File: config.mk
export PLATFORM = sky130hd
export DESIGN_NAME = mdps_switch_matrix
export DESIGN_NICKNAME = d
export VERILOG_FILES = /design/src/mdps_pkg.sv /design/src/mdps_cal_timer.sv /design/src/mdps_switch_matrix.sv
export SDC_FILE = /design/constraint.sdc
export NUM_CORES = 1
export LEC_CHECK = 0
export BUFFER_PORTS_ARGS = -buffer_cell sky130_fd_sc_hd__buf_2
export CORE_ASPECT_RATIO = 1.25
export CORE_UTILIZATION = 55
export DETAILED_ROUTE_END_ITERATION = 7
export HOLD_SLACK_MARGIN = 0.06
export PLACE_DENSITY = 0.79
export SLEW_MARGIN = 0
export SYNTH_ARGS = -nofsm -noshare
export SYNTH_HDL_FRONTEND = slang
export SYNTH_SLANG_ARGS = --single-unit
File: constraint.sdc
create_clock -name i_clk -period 3.01 [get_ports i_clk]
set_input_delay 0.4515 -clock i_clk [delete_from_list [all_inputs] [get_ports i_clk]]
set_output_delay 0.4515 -clock i_clk [all_outputs]
set_load 0.02 [all_outputs]
File: src/mdps_pkg.sv
// Package for the multi-channel UART and supply switching matrix.
// Assumes a single 20 MHz board clock and a plain strobe register port.
package mdps_pkg;

  localparam int unsigned CLK_HZ         = 20_000_000;
  localparam int unsigned CAL_PULSE_MS   = 500;
  localparam int unsigned CAL_PULSE_CYC  = (CLK_HZ / 1000) * CAL_PULSE_MS;
  localparam int unsigned NUM_CH         = 16;

  // Register indices on the command port.
  localparam logic [3:0] ADDR_ROUTE_MODE = 4'h0;
  localparam logic [3:0] ADDR_BAT_EN     = 4'h1;
  localparam logic [3:0] ADDR_PROG_EN    = 4'h2;
  localparam logic [3:0] ADDR_UART_EN    = 4'h3;
  localparam logic [3:0] ADDR_CONTROL    = 4'h4;
  localparam logic [3:0] ADDR_STATUS     = 4'h5;
  localparam logic [3:0] ADDR_HDR_SEL    = 4'h6;
  localparam logic [3:0] ADDR_ROUTE_HI   = 4'h7;

  // Control and status register field positions.
  localparam int unsigned CTL_DUT_RESET  = 0;
  localparam int unsigned CTL_BAT_AS_RST = 1;
  localparam int unsigned CTL_CAL_START  = 2;
  localparam int unsigned STS_CAL_BUSY   = 0;
  localparam int unsigned STS_CAL_LEVEL  = 1;

  // Routing mode encodings, two bits per channel.
  localparam logic [1:0] MODE_NORMAL     = 2'h0;
  localparam logic [1:0] MODE_XTAL_TRIM  = 2'h1;
  localparam logic [1:0] MODE_LOOPBACK   = 2'h2;

  localparam logic [31:0] REG_RESET      = 32'h0000_0000;

endpackage

File: src/mdps_cal_timer.sv
// Calibration pulse timer: one start strobe yields one high pulse of fixed length.
// Assumes the start strobe comes from logic on the same clock.
`timescale 1ns/10ps
module mdps_cal_timer
  import mdps_pkg::*;
#(
  parameter int unsigned PULSE_CYC = CAL_PULSE_CYC
) (
  input  wire logic i_clk,
  input  wire logic i_rst,
  input  wire logic i_start,
  output logic      o_pulse
);

  logic [31:0] count;

  // Restarting while busy is ignored so a pulse is never cut short.
  always_ff @(posedge i_clk) begin
    if (i_rst) begin
      count   <= 32'h0000_0000;
      o_pulse <= 1'b0;
    end else if (o_pulse) begin
      if (count == 32'(PULSE_CYC - 1)) begin
        o_pulse <= 1'b0;
        count   <= 32'h0000_0000;
      end else begin
        count <= count + 32'h0000_0001;
      end
    end else if (i_start) begin
      o_pulse <= 1'b1;
      count   <= 32'h0000_0000;
    end
  end

endmodule

File: src/mdps_switch_matrix.sv
// Sixteen-channel UART routing and DUT supply switching matrix.
// Assumes UART pins from bridges and DUTs are asynchronous and are synchronised here;
// the command port is driven by logic on i_clk.
//
// The strobed register port and the register addresses were left to the implementer.
`timescale 1ns/10ps

// Summary of operation
// - Sixteen channels, each pairing one host bridge port with one DUT.
// - Per channel, UART transmit and receive lines connect or disconnect on command.
// - Per channel, battery supply to the DUT switches on or off on command.
// - Programming supply is on only while that channel's battery supply is on.
// - A DUT reset output is driven whenever commanded.
// - An internal timer makes a 500 ms calibration pulse from the board clock.
// - Normal mode passes host data to DUT receive and DUT data back to host.
// - Trim mode feeds DUT receive from the pulse timer; DUT transmit still returns.
// - Loopback mode returns host transmit data straight to its receive line.
// - Outside loopback mode, battery off forces the channel's UART signals disconnected, unless the battery line acts as reset.
// - Supply/reset mode makes the battery line act as supply or as reset.
// - With the battery line as reset, programming supply switching is withheld.
// - Calibration pulse goes on DUT receive, or on a header pin instead.
// - Supplies are switched off one channel at a time by rewriting the battery enables.
module mdps_switch_matrix
  import mdps_pkg::*;
#(
  parameter int unsigned N_CH      = NUM_CH,
  parameter int unsigned PULSE_CYC = CAL_PULSE_CYC
) (
  input  wire logic            i_clk,
  input  wire logic            i_rst,
  input  wire logic [3:0]      i_addr,
  input  wire logic [31:0]     i_wdata,
  input  wire logic            i_wr,
  input  wire logic            i_rd,
  output logic      [31:0]     o_rdata,
  input  wire logic [N_CH-1:0] i_host_tx,
  output logic      [N_CH-1:0] o_host_rx,
  input  wire logic [N_CH-1:0] i_dut_tx,
  output logic      [N_CH-1:0] o_dut_rx,
  output logic      [N_CH-1:0] o_dut_bat,
  output logic      [N_CH-1:0] o_dut_prog,
  output logic      [N_CH-1:0] o_dut_reset,
  output logic      [N_CH-1:0] o_cal_header
);

  // Command registers, written only through the command port. Register map by index:
  // 0 routing modes, two bits per channel: 0 normal, 1 crystal trim, 2 loopback, 3 idle.
  // 1 battery supply enable, 2 programming supply enable, 3 UART connect enable.
  // 4 control: bit 0 DUT reset, bit 1 battery line as reset, bit 2 timer start.
  // 5 status, read only: bit 0 timer busy, bit 1 pulse level.
  // 6 header select: the pulse leaves on the header pin instead of DUT receive.
  // 7 spare at sixteen channels: it reads zero and ignores writes.
  logic [2*N_CH-1:0] route_mode;
  logic [N_CH-1:0]   bat_en;
  logic [N_CH-1:0]   prog_en;
  logic [N_CH-1:0]   uart_en;
  logic [N_CH-1:0]   hdr_sel;
  logic              dut_reset;
  logic              bat_as_rst;
  logic              cal_start;
  logic              cal_pulse;

  // Write strobes decoded per register, and the per-channel live flag.
  logic              wr_route;
  logic              wr_bat;
  logic              wr_prog;
  logic              wr_uart;
  logic              wr_hdr;
  logic              wr_ctl;
  logic [N_CH-1:0]   live;

  // Two-stage synchronisers for the asynchronous UART inputs.
  logic [N_CH-1:0]   host_tx_m;
  logic [N_CH-1:0]   host_tx_s;
  logic [N_CH-1:0]   dut_tx_m;
  logic [N_CH-1:0]   dut_tx_s;

  // Next values of the routed outputs.
  logic [N_CH-1:0]   next_host_rx;
  logic [N_CH-1:0]   next_dut_rx;
  logic [N_CH-1:0]   next_dut_bat;
  logic [N_CH-1:0]   next_dut_prog;
  logic [N_CH-1:0]   next_dut_reset;
  logic [N_CH-1:0]   next_cal_header;

  // Returns the two-bit routing mode of one channel.
  function automatic logic [1:0] mode_of(input logic [2*N_CH-1:0] modes,
                                         input int unsigned ch);
    mode_of = modes[2*ch +: 2];
  endfunction

  // Widens a channel vector to a read word, upper bits reading zero.
  function automatic logic [31:0] widen(input logic [N_CH-1:0] v);
    widen = 32'h0000_0000;
    widen[N_CH-1:0] = v;
  endfunction

  // Host transmit synchroniser: the first stage feeds only the second.
  // Idle high in reset, so no false start bit reaches a DUT after reset.
  always_ff @(posedge i_clk) begin
    if (i_rst) begin
      host_tx_m <= '1;
      host_tx_s <= '1;
    end else begin
      host_tx_m <= i_host_tx;
      host_tx_s <= host_tx_m;
    end
  end

  // DUT transmit synchroniser, built the same way.
  always_ff @(posedge i_clk) begin
    if (i_rst) begin
      dut_tx_m <= '1;
      dut_tx_s <= '1;
    end else begin
      dut_tx_m <= i_dut_tx;
      dut_tx_s <= dut_tx_m;
    end
  end

  // Write decode; the switches change only on these relayed commands.
  always_comb begin
    wr_route = i_wr && (i_addr == ADDR_ROUTE_MODE);
    wr_bat   = i_wr && (i_addr == ADDR_BAT_EN);
    wr_prog  = i_wr && (i_addr == ADDR_PROG_EN);
    wr_uart  = i_wr && (i_addr == ADDR_UART_EN);
    wr_hdr   = i_wr && (i_addr == ADDR_HDR_SEL);
    wr_ctl   = i_wr && (i_addr == ADDR_CONTROL);
  end

  // Routing modes. The spare index holds no bits, so a write there changes nothing.
  always_ff @(posedge i_clk) begin
    if (i_rst) begin
      route_mode <= '0;
    end else if (wr_route) begin
      route_mode <= i_wdata[2*N_CH-1:0];
    end
  end

  // Battery enables. Supplies are dropped channel by channel by rewriting this mask.
  always_ff @(posedge i_clk) begin
    if (i_rst) begin
      bat_en <= '0;
    end else if (wr_bat) begin
      bat_en <= i_wdata[N_CH-1:0];
    end
  end

  // Programming supply enables; the output stage applies the battery interlock.
  always_ff @(posedge i_clk) begin
    if (i_rst) begin
      prog_en <= '0;
    end else if (wr_prog) begin
      prog_en <= i_wdata[N_CH-1:0];
    end
  end

  // UART connect enables.
  always_ff @(posedge i_clk) begin
    if (i_rst) begin
      uart_en <= '0;
    end else if (wr_uart) begin
      uart_en <= i_wdata[N_CH-1:0];
    end
  end

  // Header select for the calibration pulse, for DUTs whose receive pin is taken.
  always_ff @(posedge i_clk) begin
    if (i_rst) begin
      hdr_sel <= '0;
    end else if (wr_hdr) begin
      hdr_sel <= i_wdata[N_CH-1:0];
    end
  end

  // Control bits; the timer start bit is not stored here.
  always_ff @(posedge i_clk) begin
    if (i_rst) begin
      dut_reset  <= 1'b0;
      bat_as_rst <= 1'b0;
    end else if (wr_ctl) begin
      dut_reset  <= i_wdata[CTL_DUT_RESET];
      bat_as_rst <= i_wdata[CTL_BAT_AS_RST];
    end
  end

  // The start bit is self-clearing, so it acts as a one-cycle strobe.
  always_ff @(posedge i_clk) begin
    if (i_rst) begin
      cal_start <= 1'b0;
    end else begin
      cal_start <= wr_ctl && i_wdata[CTL_CAL_START];
    end
  end

  // The calibration pulse timer.
  mdps_cal_timer #(
    .PULSE_CYC (PULSE_CYC)
  ) u_calibration_pulse_timer (
    .i_clk   (i_clk),
    .i_rst   (i_rst),
    .i_start (cal_start),
    .o_pulse (cal_pulse)
  );

  // A channel is live while connected and its DUT is powered or held by the reset line.
  always_comb begin
    live = uart_en & (bat_en | {N_CH{bat_as_rst}});
  end

  // Per-channel routing and supply gating.
  // When disconnected outside loopback mode, host receive idles high and DUT receive is held low, which a powered-off DUT sees as no drive.
  always_comb begin
    for (int unsigned ch = 0; ch < N_CH; ch++) begin
      logic [1:0] md;
      md   = mode_of(route_mode, ch);
      next_host_rx[ch]    = 1'b1;
      next_dut_rx[ch]     = 1'b0;
      next_cal_header[ch] = 1'b0;
      case (md)
        MODE_NORMAL: begin
          if (live[ch]) begin
            next_dut_rx[ch]  = host_tx_s[ch];
            next_host_rx[ch] = dut_tx_s[ch];
          end
        end
        MODE_XTAL_TRIM: begin
          if (live[ch]) begin
            next_host_rx[ch] = dut_tx_s[ch];
            if (hdr_sel[ch]) begin
              next_cal_header[ch] = cal_pulse;
              next_dut_rx[ch]     = 1'b1;
            end else begin
              next_dut_rx[ch] = cal_pulse;
            end
          end
        end
        MODE_LOOPBACK: begin
          next_host_rx[ch] = host_tx_s[ch];
        end
        default: begin
          next_host_rx[ch] = 1'b1;
        end
      endcase
    end
  end

  // Battery line as supply or as reset, and programming supply interlock.
  always_comb begin
    if (bat_as_rst) begin
      next_dut_bat  = dut_reset ? '0 : bat_en;
      next_dut_prog = '0;
    end else begin
      next_dut_bat  = bat_en;
      next_dut_prog = prog_en & bat_en;
    end
    next_dut_reset = dut_reset ? '1 : '0;
  end

  // Registered UART outputs; a released host receive line idles high.
  always_ff @(posedge i_clk) begin
    if (i_rst) begin
      o_host_rx    <= '1;
      o_dut_rx     <= '0;
      o_cal_header <= '0;
    end else begin
      o_host_rx    <= next_host_rx;
      o_dut_rx     <= next_dut_rx;
      o_cal_header <= next_cal_header;
    end
  end

  // Registered supply and reset outputs, so the switch gates see no decode glitches.
  always_ff @(posedge i_clk) begin
    if (i_rst) begin
      o_dut_bat   <= '0;
      o_dut_prog  <= '0;
      o_dut_reset <= '0;
    end else begin
      o_dut_bat   <= next_dut_bat;
      o_dut_prog  <= next_dut_prog;
      o_dut_reset <= next_dut_reset;
    end
  end

  // Read port: data stands in the cycle after the strobe, zero otherwise.
  always_ff @(posedge i_clk) begin
    if (i_rst) begin
      o_rdata <= REG_RESET;
    end else if (i_rd) begin
      case (i_addr)
        ADDR_ROUTE_MODE: o_rdata <= route_mode[31:0];
        ADDR_BAT_EN:     o_rdata <= widen(bat_en);
        ADDR_PROG_EN:    o_rdata <= widen(prog_en);
        ADDR_UART_EN:    o_rdata <= widen(uart_en);
        ADDR_HDR_SEL:    o_rdata <= widen(hdr_sel);
        ADDR_CONTROL:    o_rdata <= {30'h0, bat_as_rst, dut_reset};
        ADDR_STATUS:     o_rdata <= {30'h0, cal_pulse, cal_pulse};
        default:         o_rdata <= REG_RESET;
      endcase
    end else begin
      o_rdata <= REG_RESET;
    end
  end

endmodule

==> results of run 1 <==
## cells in the final DEF (no fill, tap or decap), drive strengths merged, types with 8 or more instances in the layout
cell,n
dfxtp,309
nand2,241
buf,220
a21oi,122
or2,65
nor2,45
nand3,41
and2,40
clkbuf,37
a22oi,31
and3,26
inv,24
a31oi,21
nand2b,18
o211ai,16
o32ai,16
nor4,16
o21ai,16
nor4b,12
nand4,10
mux2i,8
nor3,8
## how the worst max path moves through the flow
| stage | from | end | slack, ns | depth (start not counted) |
|---|---|---|---|---|
| 6_report | u_calibration_pulse_timer.count[16] | u_calibration_pulse_timer.count[14] | 0.39 | 5 |
| 3_5_place_dp | u_calibration_pulse_timer.count[16] | u_calibration_pulse_timer.count[14] | 0.43 | 5 |
| 3_3_place_gp | u_calibration_pulse_timer.count[16] | u_calibration_pulse_timer.count[14] | 0.46 | 5 |
| 2_1_floorplan | u_calibration_pulse_timer.count[15] | u_calibration_pulse_timer.count[1] | 0.73 | 6 |
| 5_1_grt | u_calibration_pulse_timer.count[16] | u_calibration_pulse_timer.count[31] | 0.27 | 6 |
| 4_1_cts | u_calibration_pulse_timer.count[16] | u_calibration_pulse_timer.count[14] | 0.42 | 5 |
## power by group
group | switching, mW | leakage [nW] | internal [mW]
Clock | 1.55 | 0.495 | 2.36
Sequential | 0.0336 | 2.51 | 4.15
Combinational | 0.170 | 2.19 | 0.102
Total | 1.75 | 5.19 | 6.61
## synth_stat cells (all sizes together) (6+ instances only)
library cell	n
o211ai	16
and2	40
dfxtp	309
nor4b	12
mux2i	8
a22oi	31
nor3	8
clkbuf	65
nor2	45
a2111oi	6
o32ai	16
a21oi	122
a31oi	21
inv	23
and4	6
nand2	241
and3	26
or3	6
o21ai	16
nand3b	6
nand2b	18
or2	65
buf	26
nor4	16
nand4	10
nand3	41
## metal layers
metal  vias to the layer above  GRT usage  share of wire
met1                      4514      0.406           0.43
met4                         2      0.105          0.030
met3                        70     0.0447          0.078
met5                         -          0        0.00043
li1                       4549          -              -
met2                       474      0.455           0.46
## layout make-up
cell class	count	area share
Sequential cell	309	0.465
Clock buffer	37	0.0591
Tap cell	265	0.0249
Timing Repair Buffer	220	0.0872
Multi-Input combinational cell	815	0.338
Clock inverter	15	0.0183
Inverter	23	0.00649
Antenna cell	3	0.000564
## stage by stage
step	cells	setup WS, ns	util
5_1_grt	1686	0.269	0.676
4_1_cts	1684	0.417	0.676
2_1_floorplan	1238	0.726	-
3_5_place_dp	1632	0.429	0.623
6_report	1687	0.391	0.676
3_3_place_gp	1632	0.455	0.623
## cell families after synthesis
family,synth area share
and+or+nand+nor,0.250
DFF,0.554
AOI/OAI and AO/OA,0.136
buffers and inverters,0.0458
muxes,0.00918
xor gates and xnor gates,0.00470
adders and majority gates,0.00112
==> results.md, run 1 <==
* CTS tree: built
* HPWL after detailed placement at 20,800 µm
* Die Span X at 129 µm
* Worst EP arrival at 3.06 ns
* Critical path's slowest cell: o31a_1
* Num CTS Buffers at 28
* TNS Setup at 0 ns
* Rel. slew slack at 0.249
* Layout cells sized above 1 at 0.248
* NumNets Final at 1,470
* Routed Antenna Nets at 0
* Syn. warnings at 0
* Origin of the critical flop-to-flop path: u_calibration_pulse_timer.count[16]
* Drt initial violations at 902
* Post-CTS Hold Buffers at 0
* Ranking of synthesized cells by area: dfxtp_1 (55%), nand2_1 (8.1%), a21oi_1 (5.3%)
* Power Density at 629 nW/µm²
* Setup Fix Bufs, Post-CTS at 0
* Area grow syn2layout at 19.0%
* Biggest regs: o_rdata x32, route_mode x32, u_calibration_pulse_timer.count x32
* RD Place Congestion at 0.962
* Final Hold Viols at 0
* Critical R2R Capture: u_calibration_pulse_timer.count[14]
* Primary FF master, synth: dfxtp_1
* Hold_ws at 0.0914 ns
* Die Footprint at 20,900 µm²
* Count of pins over their slew limit at 0
* CP delay by family, top: simple AND/OR/NAND/NOR gates
* First-pass iteration count of the detailed router at 5
* Maximum clock path buffer count at 3
* Outcome: complete, no violations
* Critical path, cell by cell: or4b_1, or4_4, o31a_1, and3_1, a21o_1
* Worst Reg2Reg Path Length in Cells at 5
* FP Rows at 57
* Maximum vdd drop at 0.460 mV
* Vias in the first global route at 8,751
* Worst min-delay path class: in2reg
* Routed wire length at 30,200 µm
* Cell area after layout at 13,300 µm²
* Critical path's largest stage delay at 0.58 ns
* Leak Pwr at 5.19 nW
* Least-Margin Pin Slew at 1.13 ns
* Synth async-reset ratio at 0
* Largest net degree at the start of global routing at 79
* Clk_skew at 0.0114 ns
* Core area at 19,700 µm²
* Startpoint types: register
* Residual DRC at 0
* Post-DP Area at 12,300 µm²
* Synth top area share at 0.554
* Fin crit period at 2.62 ns
* WP buf/inv at 0
* Routed length per instance at 17.9 µm
* Clock sinks at 309
* Reg clk slew, reported paths at 0.07 ns
* MaxCap Viol Count at 0
* Vias at 9,609
* EDFF count, synth at 0
* Final setup violation count at 0
* Crit path required time at 3.45 ns
* Hold_sp: i_dut_tx[8]
* Maximum clock rate at 382 MHz
* Reg2reg setup slack at 0.39 ns
* Global-route wire length before repair at 47,200 µm
* PortBufs at 199
* Worst-path fanout max at 19
* Die Y at 161 µm
* # IOs at 200
* Hold EP: dut_tx_m[8]
* Multi-input gate area at 4500 µm²
* Sequential fraction of the synthesis area at 0.554
* Clk_lat worst skew at 0.54 ns
* Post-cts sizing count at 0
* Starting Density at 0.568
* Root buf cell: clkbuf_16
* Avg Cell Area, Syn at 9.03 µm²
* Synth Cell Area at 11,200 µm²
* Synth Register Bits at 309
* H-tree depth at 1
* RSZ-0062 raised after global routing: false
* Post-Synthesis Cells at 1,238
* Hold depth at 2
* Crit path capture type: register
* Initial antenna violation count at 3
* Routed vias/inst at 5.70
* Total gr overflow at 0
* GRT Util Overall at 0.290
* Leading area contributor after synthesis: dfxtp_1
* Netlist cell types at 58
* Syn nets at 1,311
* Pwr Total at 8.36 mW
* Filler Cell Count at 1,612
* Period utilization at 0.870
* Worst Setup Path Type: reg2reg
* Seq. cell area at 6190 µm²
Power figures use the tool's default switching activity.
==> inputs of run 2 (changes only) <==
--- a/config.mk
+++ b/config.mk
@@ -7,11 +7,13 @@
 export LEC_CHECK = 0
 export BUFFER_PORTS_ARGS = -buffer_cell sky130_fd_sc_hd__buf_2
 export CORE_ASPECT_RATIO = 1.25
-export CORE_UTILIZATION = 55
+export CORE_UTILIZATION = 56
+export CTS_CLUSTER_DIAMETER = 150
 export DETAILED_ROUTE_END_ITERATION = 7
 export HOLD_SLACK_MARGIN = 0.06
 export PLACE_DENSITY = 0.79
 export SLEW_MARGIN = 0
 export SYNTH_ARGS = -nofsm -noshare
 export SYNTH_HDL_FRONTEND = slang
+export SYNTH_HIERARCHICAL = 1
 export SYNTH_SLANG_ARGS = --single-unit
==> results.md, run 2 <==
* Die Span X at 133 µm
* Synth Register Bits at 309
* Biggest regs: o_rdata x32, route_mode x32, u_calibration_pulse_timer/count x32
* Top-count cell post-synth: dfxtp_1
* Vias at 10,500
* Dpl cells at 1,677
* Initial antenna violation count at 1
* Final setup violation count at 0
* Crit path top cell by count: a21o_1
* Die Y at 166 µm
* Avg Cell Area, Syn at 9.26 µm²
* Maximum clock rate at 424 MHz
* Setup Fix Bufs, Post-CTS at 0
* Worst-path fanout max at 28
* Clk_lat worst skew at 0.55 ns
* First-pass iteration count of the detailed router at 6
* Pwr Total at 8.40 mW
* MaxCap Viol Count at 0
* Netlist cell types at 62
* Drt initial violations at 805
* Syn nets at 1,368
* Critical path's largest stage delay at 0.59 ns
* Met3 wire len at 2860 µm
* PortBufs at 199
* Non-Filler Instances at 1,728
* Post-cts sizing count at 0
* Clk_skew at 0.0117 ns
* Num CTS Buffers at 28
* EDFF count, synth at 0
* Detailed route wirelength on metal2 at 15,500 µm
* Worst min-delay path class: in2reg
* Synth top cells by count: dfxtp_1 (309), a21oi_1 (130), nand3_1 (130)
* # IOs at 200
* CTS tree: built
* Maximum clock path buffer count at 3
* Synth Cell Area at 12,000 µm²
* Post-CTS Hold Buffers at 0
* WP buf/inv at 0
* Crit path required time at 3.46 ns
* Primary FF master, synth: dfxtp_1
* Starting Density at 0.574
* Syn. warnings at 6
* Leak Pwr at 5.42 nW
* Uppermost layer routed: met4
* Routed Antenna Nets at 0
* Maximum vdd drop at 0.455 mV
* Least-Margin Pin Slew at 1.03 ns
* CP delay by family, top: compound AO/OA/AOI/OAI gates
* Residual DRC at 0
* NumNets Final at 1,506
* Period utilization at 0.784
* Critical path's slowest cell: o31a_1
* Clock sinks at 309
* Die Footprint at 22,000 µm²
* TNS Setup at 0 ns
* Vias in the first global route at 9,796
* Power Density at 602 nW/µm²
* Root buf cell: clkbuf_16
* Reg clk slew, reported paths at 0.06 ns
* GRT Util Overall at 0.293
* Count of pins over their slew limit at 0
* Core area at 20,900 µm²
* HPWL after detailed placement at 22,000 µm
* Sequential fraction of the synthesis area at 0.516
* RD Place Congestion at 0.926
* Startpoint types: register
* Crit path capture type: register
* Synth top area share at 0.516
* RSZ-0062 raised after global routing: false
* Largest net degree at the start of global routing at 85
* Filler Cell Count at 1,695
* Most common cell after layout, fill and taps aside: dfxtp_1
* Leading area contributor after synthesis: dfxtp_1
* Area grow syn2layout at 16.3%
* Worst Setup Path Type: reg2reg
* Final Hold Viols at 0
* Outcome: complete, no violations
* Met1 WL at 13,100 µm
* Routed length per instance at 19.0 µm
* Fin crit period at 2.36 ns
* Global-route wire length before repair at 52,100 µm
* H-tree depth at 1
* Critical path, cell by cell: ha_1, nand4_2, or3_1, o31a_1, a21o_1, a21o_1
* Routed wire length at 32,800 µm
* Worst EP arrival at 2.81 ns
* Total gr overflow at 0
* Commonest non-fill, non-tap cells in the layout: dfxtp_1 (309), buf_2 (198), nand3_1 (130), a21oi_1 (130), o21ai_0 (106)
* Synth async-reset ratio at 0
* Rel. slew slack at 0.312
* FP Rows at 59
* Post-Synthesis Cells at 1,295
* Layout cells sized above 1 at 0.254
* Ranking of synthesized cells by area: dfxtp_1 (52%), a21oi_1 (5.4%), nand3_1 (5.4%)
* Routed vias/inst at 6.06
run 2: cell type report:
type | instances | area, µm² | share of cell area
Sequential cell | 309 | 6190 | 0.443
Inverter | 38 | 143 | 0.0102
Clock buffer | 40 | 827 | 0.0593
Timing Repair Buffer | 219 | 1150 | 0.0826
Multi-Input combinational cell | 837 | 5120 | 0.367
Clock inverter | 10 | 178 | 0.0127
Antenna cell | 1 | 2.50 | 0.000179
Tap cell | 274 | 343 | 0.0246
run 2: cell families after synthesis:
logic type / count (synthesis) / synth area share
flops: 309 / 0.516
compound gates: 342 / 0.168
fa+ha+maj: 1 / 0.00104
buf+inv: 149 / 0.0579
xor+xnor: 3 / 0.00219
simple gates: 463 / 0.229
mux: 28 / 0.0257
run 2: layer usage:
| metal | track usage | vias to the layer above |
|---|---|---|
| li1 | - | 4939 |
| met1 | 0.379 | 4925 |
| met2 | 0.475 | 524 |
| met3 | 0.0520 | 91 |
| met4 | 0.138 | 0 |
| met5 | 0 | - |
run 2: through the flow:
step | setup slack, ns | hold WS, ns | utilization | instance area (µm²)
after CTS | 0.658 | 0.0729 | 0.668 | 14000
after global routing | 0.523 | 0.0781 | 0.668 | 14000
after global placement | 0.710 | 0.393 | 0.620 | 12900
after floorplan | 1.03 | 0.389 | - | 12000
final | 0.651 | 0.0811 | 0.668 | 14000
after detailed placement | 0.677 | 0.392 | 0.620 | 12900
run 2: worst paths after layout:
| path | to | slack, ns | cells past startpoint | from |
|---|---|---|---|---|
| hold / removal | dut_tx_m[4] | 0.08 | 2 | i_dut_tx[4] |
| setup reg to reg | u_calibration_pulse_timer/count[30] | 0.65 | 6 | u_calibration_pulse_timer/count[0] |
| setup / recovery | u_calibration_pulse_timer/count[30] | 0.65 | 6 | u_calibration_pulse_timer/count[0] |
| hold reg to reg | dut_tx_s[13] | 0.41 | 1 | dut_tx_m[13] |
run 2: power by group:
part           switching (mW)  leakage [nW]  internal (mW)
Combinational           0.247          2.42          0.119
Clock                    1.52         0.493           2.33
Sequential             0.0356          2.51           4.15
==> inputs of run 3 (changes only) <==
--- a/config.mk
+++ b/config.mk
@@ -5,13 +5,14 @@
 export SDC_FILE = /design/constraint.sdc
 export NUM_CORES = 1
 export LEC_CHECK = 0
+export ABC_AREA = 1
 export BUFFER_PORTS_ARGS = -buffer_cell sky130_fd_sc_hd__buf_2
 export CORE_ASPECT_RATIO = 1.25
 export CORE_UTILIZATION = 56
 export CTS_CLUSTER_DIAMETER = 150
 export DETAILED_ROUTE_END_ITERATION = 7
 export HOLD_SLACK_MARGIN = 0.06
-export PLACE_DENSITY = 0.79
+export PLACE_DENSITY = 0.8
 export SLEW_MARGIN = 0
 export SYNTH_ARGS = -nofsm -noshare
 export SYNTH_HDL_FRONTEND = slang
==> constraint.sdc (replaced) <==
create_clock -name i_clk -period 2.44 [get_ports i_clk]
set_input_delay 0.366 -clock i_clk [delete_from_list [all_inputs] [get_ports i_clk]]
set_output_delay 0.366 -clock i_clk [all_outputs]
set_load 0.02 [all_outputs]
==> results.md, run 3 <==
* Synth Area in Compound Gates at 0.126
* Clock sinks at 309
* MaxCap Viol Count at 0
* Num CTS Buffers at 28
* Die Y at 164 µm
* Maximum clock path buffer count at 3
* Critical path, cell by cell: ha_1, nand2_2, nor2_4, nand3_2, nor2_2, nand2_2, a21oi_4, nor2_1
* Synth Cell Area at 11,700 µm²
* Die Span X at 131 µm
* Leak Pwr at 5.66 nW
* Layout cells sized above 1 at 0.215
* Die Footprint at 21,500 µm²
* Clk_lat worst skew at 0.55 ns
* Drt initial violations at 926
* Least-Margin Pin Slew at 0.746 ns
* Power Density at 738 nW/µm²
* Starting Density at 0.577
* Maximum vdd drop at 0.626 mV
* Simple-Gate Fraction of Synth Area at 0.260
* Leading area contributor after synthesis: dfxtp_1
* Total gr overflow at 0
* HPWL after detailed placement at 21,000 µm
* Vias in the first global route at 9,892
* Biggest regs: o_rdata x32, route_mode x32, u_calibration_pulse_timer/count x32
* GRT Util Overall at 0.281
* H-tree depth at 1
* Routed length per instance at 15.8 µm
* Post-cts sizing count at 0
* Sequential fraction of the synthesis area at 0.527
* CP delay by family, top: simple AND/OR/NAND/NOR gates
* Core area at 20,300 µm²
* Critical path's largest stage delay at 0.37 ns
* Primary FF master, synth: dfxtp_1
* Count of pins over their slew limit at 0
* Worst Setup Path Type: reg2reg
* Residual DRC at 0
* Post-DP Area at 12,800 µm²
* Global-route wire length before repair at 48,800 µm
* Setup Fix Bufs, Post-CTS at 0
* # IOs at 200
* Netlist cell types at 32
* EDFF count, synth at 0
* Syn nets at 1,553
* Routed wire length at 31,000 µm
* Synth Register Bits at 309
* Crit path top cell by count: nand2_2
* Outcome: complete, no violations
* Synth top area share at 0.527
* Synth top cells by count: dfxtp_1 (309), nand2_1 (206), nand3_1 (151)
* Largest family of logic cells by synthesized area: simple AND/OR/NAND/NOR gates
* Clk_skew at 0.00781 ns
* PortBufs at 199
* Adder-cell area share of the yosys netlist at 0.00107
* Top-count cell post-synth: dfxtp_1
* Multiplexer share of the synthesized area at 0
* Post-Synthesis Cells at 1,480
* Rel. slew slack at 0.497
* NumNets Final at 1,742
* Crit path required time at 2.87 ns
* Post-synthesis xor/xnor area fraction at 0.00597
* Filler Cell Count at 1,650
* Syn. warnings at 6
* Reg2reg setup slack at 0.68 ns
* Worst EP arrival at 2.19 ns
* RD Place Congestion at 0.943
* Worst-path fanout max at 9
* Routed Antenna Nets at 0
* Startpoint types: register
* Period utilization at 0.721
* Crit path capture type: register
* Critical path's slowest cell: dfxtp_1
* Ranking of synthesized cells by area: dfxtp_1 (53%), nand2_1 (6.6%), nand3_1 (6.4%)
* Root buf cell: clkbuf_16
* Largest net degree at the start of global routing at 122
* Initial antenna violation count at 0
* Most common cell after layout, fill and taps aside: dfxtp_1
* Synth async-reset ratio at 0
* Area grow syn2layout at 20.4%
* Reg clk slew, reported paths at 0.07 ns
* RSZ-0062 raised after global routing: false
* Final setup violation count at 0
* CTS tree: built
* FP Rows at 58
* Avg Cell Area, Syn at 7.92 µm²
* Maximum clock rate at 569 MHz
* Final Hold Viols at 0
* Commonest non-fill, non-tap cells in the layout: dfxtp_1 (309), nand2_1 (206), buf_2 (198)
* Vias at 10,600
* Fin crit period at 1.76 ns
* Worst min-delay path class: in2reg
* Post-CTS Hold Buffers at 32
* Routed vias/inst at 5.40
* ANT cells at 0
* TNS Setup at 0 ns
* Cell area after layout at 14,100 µm²
* WP buf/inv at 0
* First-pass iteration count of the detailed router at 6
-- run 3: kinds of logic after synthesis --
family / count (synthesis)
DFF: 309
and+or+nand+nor: 651
adders and majority gates: 1
AOI/OAI and AO/OA: 291
xor gates and xnor gates: 8
buffers and inverters: 220
-- run 3: metal layers --
layer,vias up,GRT usage,part of all wire
li1,5200,-,-
met1,4860,0.346,0.41
met2,446,0.493,0.49
met3,70,0.0426,0.070
met4,0,0.115,0.030
met5,-,0,0
-- run 3: stage by stage --
step                hold slack, ns  setup WS (ns)  std cells   util  total power [mW]
floorplan                    0.389          0.998       1480      -              5.55
global placement             0.391          0.489       1877  0.629              5.71
detailed placement           0.393          0.450       1877  0.629              5.72
CTS                         0.0900          0.685       1960  0.695              10.5
global route                 0.118          0.574       1960  0.695              10.7
finish                      0.0956          0.681       1960  0.695              10.4
-- run 3: power by group --
part           total, mW  switching, mW  internal (mW)
registers           5.18         0.0477           5.13
logic              0.482          0.299          0.182
clock network       4.76           1.96           2.80
total               10.4           2.31           8.11
-- run 3: area by class of cell --
cell class / count / area, µm² / area share
Clock buffer: 29 / 714 / 0.0506
Clock inverter: 22 / 303 / 0.0214
Inverter: 130 / 489 / 0.0347
Multi-Input combinational cell: 951 / 4610 / 0.326
Sequential cell: 309 / 6190 / 0.438
Tap cell: 270 / 338 / 0.0239
Timing Repair Buffer: 249 / 1480 / 0.105
-- run 3: final timing paths --
| check | end | cells after the start | start |
|---|---|---|---|
| worst min register to register | host_tx_s[10] | 1 | host_tx_m[10] |
| worst min-delay path | route_mode[16] | 3 | i_wdata[16] |
| worst max-delay path | u_calibration_pulse_timer/count[22] | 8 | u_calibration_pulse_timer/count[1] |
| worst max register to register | u_calibration_pulse_timer/count[22] | 8 | u_calibration_pulse_timer/count[1] |
-- run 3: worst register-to-register path, cell delays in order, from the launching register on --
cell and delay, ns:
dfxtp_1 0.37, ha_1 0.23, nand2_2 0.10, nor2_4 0.17, nand3_2 0.09, nor2_2 0.13
nand2_2 0.17, a21oi_4 0.30, nor2_1 0.09
